### src/core/tracker_cfg_pkg.sv
// How it works
// - Overcurrent timer from bits 7:6: 12.5ms, 50ms, 100ms, 200ms.
// - Bits 5..2 enable overcurrent monitoring on outputs 1..4.
// - First gate-delay timer from bits 7:5, 25us up to 1600ms.
// - Gate-delay bits 3..0 show live overcurrent, channels 1..4.
// - Overcurrent flag bits ignore writes; other fields stay writable.
// - Power-good code gives fraction 95, 92.5, 90 or 87.5 percent.
// - Power-good selects: channel 1 bits 1:0 up to channel 4 bits 7:6.
`default_nettype none
package tracker_cfg_pkg;
    // ------------------------------------------------------------
    // Register map
    // ------------------------------------------------------------
    localparam logic [7:0] ADDR_OC_CTRL = 8'h0e;
    localparam logic [7:0] ADDR_GATE_DELAY = 8'h0f;
    localparam logic [7:0] ADDR_PG_THRESH = 8'h10;
    localparam logic [7:0] RESET_VALUE = 8'h00;
    // Writable masks; unused bits read as zero
    localparam logic [7:0] OC_CTRL_WMASK = 8'hfc;
    localparam logic [7:0] GATE_DELAY_WMASK = 8'he0;
    localparam int OC_TIMER_LSB = 6;
    localparam int OC_EN_MSB = 5;
    localparam int GATE_DELAY_LSB = 5;
    localparam int CH = 4;
    // ------------------------------------------------------------
    // Timing, in tenths of a millisecond (microseconds where needed)
    // ------------------------------------------------------------
    localparam int CLK_MHZ = 200;
    // Timer durations in units of 0.1 ms, except the 25 us entry
    localparam int T_25US_US = 25;
    localparam int T_12P5_MS_X10 = 125;
    localparam int T_50_MS_X10 = 500;
    localparam int T_100_MS_X10 = 1000;
    localparam int T_200_MS_X10 = 2000;
    localparam int T_25_MS_X10 = 250;
    localparam int T_400_MS_X10 = 4000;
    localparam int T_1600_MS_X10 = 16000;
    // Power-good fraction, tenths of a percent
    localparam logic [9:0] PG_950 = 10'd950;
    localparam logic [9:0] PG_925 = 10'd925;
    localparam logic [9:0] PG_900 = 10'd900;
    localparam logic [9:0] PG_875 = 10'd875;
endpackage
`default_nettype wire

### src/core/tracker_cfg_regs.sv
`timescale 1ns/1ps
`default_nettype none
module tracker_cfg_regs
    import tracker_cfg_pkg::*;
(
    input wire logic mclk, // 200 MHz clock
    input wire logic reset_n, // Async reset, active low
    input wire logic [7:0] reg_addr, // Register address
    input wire logic reg_wr, // Write strobe
    input wire logic [7:0] reg_wdata, // Write data
    output logic [7:0] reg_rdata, // Read data, registered
    input wire logic [CH-1:0] overcurrent_flag, // Live, index 0 = ch 1
    output logic [31:0] oc_timer_cycles, // Overcurrent timer length
    output logic [CH-1:0] oc_monitor_en, // Index 0 = output 1
    output logic [31:0] first_gate_delay_cycles, // Gate-delay length
    output logic [CH*10-1:0] pg_fraction // Per channel, 0.1 %
);
    // ------------------------------------------------------------
    // State
    // ------------------------------------------------------------
    typedef struct packed {
        logic [7:0] oc_ctrl;
        logic [7:0] gate_delay;
        logic [7:0] pg_thresh;
        logic [7:0] rdata;
    } state_t;
    state_t st, next_st;

    localparam logic [31:0] CYC_PER_01MS = 32'(CLK_MHZ * 100);

    always_comb begin
        next_st = st;
        if (reg_wr) begin
            case (reg_addr)
                ADDR_OC_CTRL: next_st.oc_ctrl = reg_wdata & OC_CTRL_WMASK;
                // Flag bits are never stored, so writes cannot touch them
                ADDR_GATE_DELAY: begin
                    next_st.gate_delay = reg_wdata & GATE_DELAY_WMASK;
                end
                ADDR_PG_THRESH: next_st.pg_thresh = reg_wdata;
                default: ;
            endcase
        end
        case (reg_addr)
            ADDR_OC_CTRL: next_st.rdata = st.oc_ctrl;
            // Live flags: bit 3 is channel 1, bit 0 channel 4
            ADDR_GATE_DELAY: begin
                next_st.rdata = st.gate_delay | {4'h0, overcurrent_flag[0],
                    overcurrent_flag[1], overcurrent_flag[2],
                    overcurrent_flag[3]};
            end
            ADDR_PG_THRESH: next_st.rdata = st.pg_thresh;
            default: next_st.rdata = RESET_VALUE;
        endcase
    end

    always_ff @(posedge mclk or negedge reset_n) begin
        if (!reset_n) begin
            st <= '0;
        end else begin
            st <= next_st;
        end
    end

    assign reg_rdata = st.rdata;

    // ------------------------------------------------------------
    // Field decode
    // ------------------------------------------------------------
    always_comb begin
        case (st.oc_ctrl[OC_TIMER_LSB+:2])
            2'h0: oc_timer_cycles = T_12P5_MS_X10 * CYC_PER_01MS;
            2'h1: oc_timer_cycles = T_50_MS_X10 * CYC_PER_01MS;
            2'h2: oc_timer_cycles = T_100_MS_X10 * CYC_PER_01MS;
            default: oc_timer_cycles = T_200_MS_X10 * CYC_PER_01MS;
        endcase
    end

    always_comb begin
        case (st.gate_delay[GATE_DELAY_LSB+:3])
            3'h0: first_gate_delay_cycles = 32'(T_25US_US * CLK_MHZ);
            3'h1: first_gate_delay_cycles = T_12P5_MS_X10 * CYC_PER_01MS;
            3'h2: first_gate_delay_cycles = T_25_MS_X10 * CYC_PER_01MS;
            3'h3: first_gate_delay_cycles = T_50_MS_X10 * CYC_PER_01MS;
            3'h4: first_gate_delay_cycles = T_100_MS_X10 * CYC_PER_01MS;
            3'h5: first_gate_delay_cycles = T_200_MS_X10 * CYC_PER_01MS;
            3'h6: first_gate_delay_cycles =
                T_400_MS_X10 * CYC_PER_01MS;
            default: first_gate_delay_cycles =
                T_1600_MS_X10 * CYC_PER_01MS;
        endcase
    end

    genvar i;
    generate
        for (i = 0; i < CH; i++) begin : g_ch
            // Output 1 sits in bit 5, output 4 in bit 2
            assign oc_monitor_en[i] = st.oc_ctrl[OC_EN_MSB-i];
            always_comb begin
                case (st.pg_thresh[2*i+:2])
                    2'h0: pg_fraction[10*i+:10] = PG_950;
                    2'h1: pg_fraction[10*i+:10] = PG_925;
                    2'h2: pg_fraction[10*i+:10] = PG_900;
                    default: pg_fraction[10*i+:10] = PG_875;
                endcase
            end
        end
    endgenerate

    // ------------------------------------------------------------
    // Checks
    // ------------------------------------------------------------
    property p_flag_readback;
        @(posedge mclk) disable iff (!reset_n)
        reg_addr == ADDR_GATE_DELAY |=> reg_rdata[3:0] ==
            {$past(overcurrent_flag[0]), $past(overcurrent_flag[1]),
             $past(overcurrent_flag[2]), $past(overcurrent_flag[3])};
    endproperty
    a_flag_readback: assert property (p_flag_readback)
        else $error("overcurrent flag readback wrong");

    property p_flag_write_ignored;
        @(posedge mclk) disable iff (!reset_n)
        reg_wr && reg_addr == ADDR_GATE_DELAY |=>
            st.gate_delay[3:0] == 4'h0 &&
            st.gate_delay[7:5] == $past(reg_wdata[7:5]);
    endproperty
    a_flag_write_ignored: assert property (p_flag_write_ignored)
        else $error("gate-delay write handled wrongly");

    property p_oc_timer;
        @(posedge mclk) disable iff (!reset_n)
        st.oc_ctrl[7:6] == 2'h0 |-> oc_timer_cycles == 32'd2500000;
    endproperty
    a_oc_timer: assert property (p_oc_timer)
        else $error("overcurrent timer decode wrong");

    property p_oc_enable;
        @(posedge mclk) disable iff (!reset_n)
        reg_wr && reg_addr == ADDR_OC_CTRL |=>
            oc_monitor_en == {$past(reg_wdata[2]), $past(reg_wdata[3]),
                              $past(reg_wdata[4]), $past(reg_wdata[5])};
    endproperty
    a_oc_enable: assert property (p_oc_enable)
        else $error("overcurrent enable mapping wrong");

    property p_gate_short;
        @(posedge mclk) disable iff (!reset_n)
        st.gate_delay[7:5] == 3'h0 |-> first_gate_delay_cycles == 32'd5000;
    endproperty
    a_gate_short: assert property (p_gate_short)
        else $error("gate delay 25us decode wrong");

    property p_gate_110;
        @(posedge mclk) disable iff (!reset_n)
        st.gate_delay[7:5] == 3'h6 |-> first_gate_delay_cycles == 32'd80000000;
    endproperty
    a_gate_110: assert property (p_gate_110)
        else $error("gate delay code 110 wrong");

    property p_pg_ch4;
        @(posedge mclk) disable iff (!reset_n)
        reg_wr && reg_addr == ADDR_PG_THRESH && reg_wdata[7:6] == 2'h3 |=>
            pg_fraction[39:30] == 10'd875;
    endproperty
    a_pg_ch4: assert property (p_pg_ch4)
        else $error("channel 4 threshold placement wrong");

    property p_pg_ch1;
        @(posedge mclk) disable iff (!reset_n)
        st.pg_thresh[1:0] == 2'h1 |-> pg_fraction[9:0] == 10'd925;
    endproperty
    a_pg_ch1: assert property (p_pg_ch1)
        else $error("power-good fraction decode wrong");

    property p_oc_timer_50;
        @(posedge mclk) disable iff (!reset_n)
        st.oc_ctrl[7:6] == 2'h1 |-> oc_timer_cycles == 32'd10000000;
    endproperty
    a_oc_timer_50: assert property (p_oc_timer_50)
        else $error("overcurrent timer 50ms decode wrong");

    property p_oc_timer_200;
        @(posedge mclk) disable iff (!reset_n)
        st.oc_ctrl[7:6] == 2'h3 |-> oc_timer_cycles == 32'd40000000;
    endproperty
    a_oc_timer_200: assert property (p_oc_timer_200)
        else $error("overcurrent timer 200ms decode wrong");

    // Unused low bits must store as zero so they never read back set
    property p_oc_ctrl_store;
        @(posedge mclk) disable iff (!reset_n)
        reg_wr && reg_addr == ADDR_OC_CTRL |=>
            st.oc_ctrl[7:2] == $past(reg_wdata[7:2]) &&
            st.oc_ctrl[1:0] == 2'h0;
    endproperty
    a_oc_ctrl_store: assert property (p_oc_ctrl_store)
        else $error("overcurrent control write stored wrongly");

    property p_gate_field_read;
        @(posedge mclk) disable iff (!reset_n)
        reg_addr == ADDR_GATE_DELAY |=>
            reg_rdata[7:5] == $past(st.gate_delay[7:5]) && !reg_rdata[4];
    endproperty
    a_gate_field_read: assert property (p_gate_field_read)
        else $error("gate-delay field readback wrong");

    property p_gate_12p5;
        @(posedge mclk) disable iff (!reset_n)
        st.gate_delay[7:5] == 3'h1 |->
            first_gate_delay_cycles == 32'd2500000;
    endproperty
    a_gate_12p5: assert property (p_gate_12p5)
        else $error("gate delay 12.5ms decode wrong");

    property p_gate_111;
        @(posedge mclk) disable iff (!reset_n)
        st.gate_delay[7:5] == 3'h7 |->
            first_gate_delay_cycles == 32'd320000000;
    endproperty
    a_gate_111: assert property (p_gate_111)
        else $error("gate delay code 111 wrong");

    property p_pg_store;
        @(posedge mclk) disable iff (!reset_n)
        reg_wr && reg_addr == ADDR_PG_THRESH |=>
            st.pg_thresh == $past(reg_wdata);
    endproperty
    a_pg_store: assert property (p_pg_store)
        else $error("power-good threshold byte stored wrongly");

    property p_pg_ch2;
        @(posedge mclk) disable iff (!reset_n)
        st.pg_thresh[3:2] == 2'h2 |-> pg_fraction[19:10] == 10'd900;
    endproperty
    a_pg_ch2: assert property (p_pg_ch2)
        else $error("channel 2 power-good decode wrong");
endmodule
`default_nettype wire

### config.mk
export PLATFORM = sky130hd
export DESIGN_NAME = tracker_cfg_regs
export DESIGN_NICKNAME = d
export VERILOG_FILES = /design/src/core/tracker_cfg_pkg.sv /design/src/core/tracker_cfg_regs.sv
export SDC_FILE = /design/constraint.sdc
export NUM_CORES = 1
export LEC_CHECK = 0
export ABC_AREA = 1
export BUFFER_PORTS_ARGS = -buffer_cell sky130_fd_sc_hd__buf_2
export CAP_MARGIN = 20
export CORE_MARGIN = 4
export CORE_UTILIZATION = 30
export DETAILED_ROUTE_END_ITERATION = 12
export GPL_ROUTABILITY_DRIVEN = 0
export SLEW_MARGIN = 0
export SYNTH_ARGS = -nofsm -noshare
export SYNTH_HDL_FRONTEND = slang
export SYNTH_SLANG_ARGS = --single-unit
### constraint.sdc
create_clock -name mclk -period 2 [get_ports mclk]
set_input_delay 0.2 -clock mclk [delete_from_list [all_inputs] [get_ports mclk]]
set_output_delay 0.2 -clock mclk [all_outputs]
set_load 0.005 [all_outputs]
* After elaboration in Yosys (flattened, before gate mapping)
Index checks and enable logic that the tools add are counted.
Storage, ports and cells: flip-flop bits (word level) 25, bits of input ports 23, output and inout bits 116, logic and storage cells 40
Operators by class: equal/unequal tests 19, mux-type cells 7, bitwise gates (word level) 1, reduce and logical (&&, ||, !) cells 9
Operators by type and width (number):
- 29-bit case mux with 7 select lines | 1
- 8-bit case mux with 3 select lines | 5
- 26-bit case mux with 3 select lines | 1
- 8-bit by 4-bit equality test with 1-bit output (second input constant) | 2
- 2-bit by 1-bit equality test with 1-bit output (second input constant) | 5
- 2-bit equality test (second input constant) | 5
- 2-bit logical NOT | 5
- 3-bit equality test (second input constant) | 3
- 8-bit by 5-bit equality test with 1-bit output (second input constant) | 1
- 8-bit by 4-bit bitwise OR with 8-bit output | 1
- 3-bit by 2-bit equality test with 1-bit output (second input constant) | 2
- 2-bit AND reduction | 3
- 3-bit by 1-bit equality test with 1-bit output (second input constant) | 1
- 3-bit logical NOT | 1

* Logic depth before layout (Yosys ltp)
word-level depth 2, gate-level depth with buffers 7, depth with buffers taken out 6

* Worst setup path after synthesis
OpenSTA, ideal clock, no wires.
kind register -> output, start reg st[22] (netlist name), end out first_gate_delay_cycles[12], data arrival time 1.343 ns, required time 1.800 ns, setup slack 0.457 ns, cell stages (with the launch flop) 5, buffers on the path 1, cells stage by stage dfrtp_1 > buf_2 > inv_1 > fa_1 > or2_2
On the way: cells in the longest elaborated chain, start to end 2, elaborated cells between the ends (all ways) 8, those cells by class 6 x eq/ne; 1 x mux; 1 x reduce/logical
Ends and longest elaborated chain:
- from (decl) | RTL line tracker_cfg_regs.sv:27 | state_t st, next_st;
- from (signal assigned) | RTL line tracker_cfg_regs.sv:61 | st <= next_st;
- 3-bit equality test, or another cell as far along | RTL line tracker_cfg_regs.sv:80 | case (st.gate_delay[GATE_DELAY_LSB+:3])
- 29-bit case mux with 7 select lines * | RTL line tracker_cfg_regs.sv:80
- to (decl) | RTL line tracker_cfg_regs.sv:15 | output logic [31:0] first_gate_delay_cycles,
Every way passes the cells marked *; elsewhere a longest branch is shown, timed or not.

* Worst setup path in the final report
Ends and elaborated chain as after synthesis.

==> out/qor.yml <==
synth_cell_type_count: 20
wl_per_cell_um: 10.42
avgSynthCellArea_um2: 7.250
ys_top_cells_by_area: "dfrtp_1 28%, buf_4 22%, nand2_1 11%, ha_1 10%, inv_1 7.1%"
arrival_ns: 1.69
status: "complete, no violations"
dp_slack_ns: 0.2324
grt_pass1_vias: 1658
fill_cells: 793
reg2regPathDepth: 3
critPathRequiredTime_ns: 1.80
overflow: 0
clock_latency_ns: 0.26
wl_mm: 5.035
critPathMaxStageDelay_ns: 0.47
synth_area_leader_cell: "dfrtp_1"
routed-wl-met2_mm: 2.435
design.core.area_mm2: 0.007214
die-area_mm2: 0.008861
ir_drop_mv: 0.2124
setup_ws_ns: 0.1062
crit_slowest_cell: "dfrtp_2"
cts_tree: "built"
ff_latch_area_um2: 628.1
cts-root-buf: "clkbuf_8"
cts_buffer_depth: 2
whs_path_depth: 3
wl_met3_um: 510
multi_input_area_mm2: 0.001013
synthCells: 307
ys_seq_area_share_pct: 28.11
cap_viol_max_count: 0
viasPerCell: 4.031
placed_cell_area_mm2: 0.002505
slew-limit-headroom_pct: 62.10
ys_ff_latch: 25
antenna_found_initial: 0
stdcell_area_mm2: 0.002577
critical_path_depth: 4
htreeDepth: 1
dp_hpwl_mm: 4.072
crit_family: "flip-flops"
grtUsageTotal_pct: 10.66
fmax_mhz: 528.0
path_max_fanout: 8
pin_count: 139
antenna_cells: 0
drtIter0Drc: 81
dr.pass1.iters: 4
synth.cell_area_mm2: 0.002226
min_period_ns: 1.894
layout_commonest_cell: "buf_2"
grt_max_degree: 26
tightest_slew_ns: 0.5686
cp-end-kind: "output pin"
drc: 0
synth_top_area_share_pct: 28.11
yosys_warnings: 0
drt-met1-wl_mm: 2.082
topRoutingLayerUsed: "met4"
startpoint_type: "flop"
hp-class: "input port to flop"
leakagePower_nw: 1.595
layout_common_cells: "110 x buf_2, 68 x nand2_1, 41 x inv_1, 29 x nand3_1, 28 x conb_1"
tns_ns: 0
core.rowCount: 31
skew_ns: 0.001402
setup_viol: 0
vias: 1947
p_per_area_mw_per_mm2: 434.0
numClockSinks: 25
slew_viol_final: 0
fin_nets: 427
start_util_pct: 30.85
grt_pass1_wl_mm: 7.762
post-route-period-util_pct: 94.69
area_growth_pct: 15.80
cts_buffers: 3
path_clk_slew_ns: 0.09
drive_above_1_share_pct: 35.16
die_w_um: 94.14
rsz0062_at_grt: "no"
crit_chain: "inv_2 -> fa_1 -> or2_2 -> buf_2"
critical_path_class: "flop to output pin"
die_h_um: 94.14
detail-route-antenna-nets: 0
portBuffers: 110
cp.buffers_inverters: 2
finalHoldViolations: 0
## cells in the mapped netlist
library cell,number
a21oi_1,2
buf_2,4
buf_4,64
buf_6,2
conb_1,2
dfrtp_1,25
fa_1,1
ha_1,18
inv_1,42
inv_2,1
nand2_1,68
nand2_2,1
nand3_1,29
nand4_1,9
nor2_1,23
nor2_2,3
nor2_4,2
nor3_1,2
o21ai_0,3
or2_2,6
## per-stage QoR
step                util (%)  std cells  hold slack [ns]  power (mW)
floorplan                  -        333         -0.09559      0.7605
global placement       34.72        476           0.2295      0.8252
detailed placement     34.72        476           0.2364      0.8291
CTS                    35.52        481           0.1620       1.137
global route           35.73        483           0.1701       1.201
finish                 35.73        483           0.1697       1.119
## cell type report
type	instances	area share [%]
Multi-Input combinational cell	195	39.32
Sequential cell	25	24.37
Timing Repair Buffer	117	23.50
Inverter	43	6.262
Tap cell	99	4.806
Clock buffer	4	1.748
## worst min-delay path, cell delays in order
cell and delay, ns:
buf_2 0.08, nand3_1 0.06, nand2_1 0.06
## sequential cells by signal, indices dropped and copies added (netlist names)
| name | flops |
|---|---|
| reg_rdata | 8 |
| st | 13 |
| oc_monitor_en | 4 |
## power breakdown
| group | internal (mW) | switching (mW) |
|---|---|---|
| Clock | 0.142 | 0.157 |
| Combinational | 0.120 | 0.157 |
| Sequential | 0.522 | 0.0207 |
## per-layer routing
layer	vias up	global-route usage, %
li1	996	-
met1	866	13.87
met2	83	18.51
met3	2	2.244
met4	0	1.444
met5	-	0
## final timing paths
path / slack [ns] / to / start
max: 0.11 / first_gate_delay_cycles[12] / st[22]$_DFFE_PN0P_
min: 0.17 / reg_rdata[0]$_DFF_PN0_ / overcurrent_flag[3]
max in group asynchronous: 1.13 / st[22]$_DFFE_PN0P_ / reset_n
min reg2reg: 0.52 / oc_monitor_en[0]$_DFFE_PN0P_ / oc_monitor_en[0]$_DFFE_PN0P_
min in group asynchronous: 0.46 / st[13]$_DFFE_PN0P_ / reset_n
max reg2reg: 1.16 / reg_rdata[5]$_DFF_PN0_ / st[21]$_DFFE_PN0P_
## cell families (layout without fill, tap and decap cells)
group,after synthesis,in the layout,share of synthesized area (%)
other,2,28,0.3374
adder cells (fa/ha/maj),19,19,11.02
AO/OA/AOI/OAI,5,5,1.124
flip-flops,25,25,28.11
buffers and inverters,113,164,30.75
AND/OR/NAND/NOR,143,143,28.67
## timing repair
action,CTS,global route
gates cloned,0,0
pin swaps,0,0
resized for setup,2,1
endpoints found under the setup margin,1,1
hold buffers,1,0
setup buffers,0,2
endpoints found under the hold margin,25,0
Power figures use the tool's default switching activity.
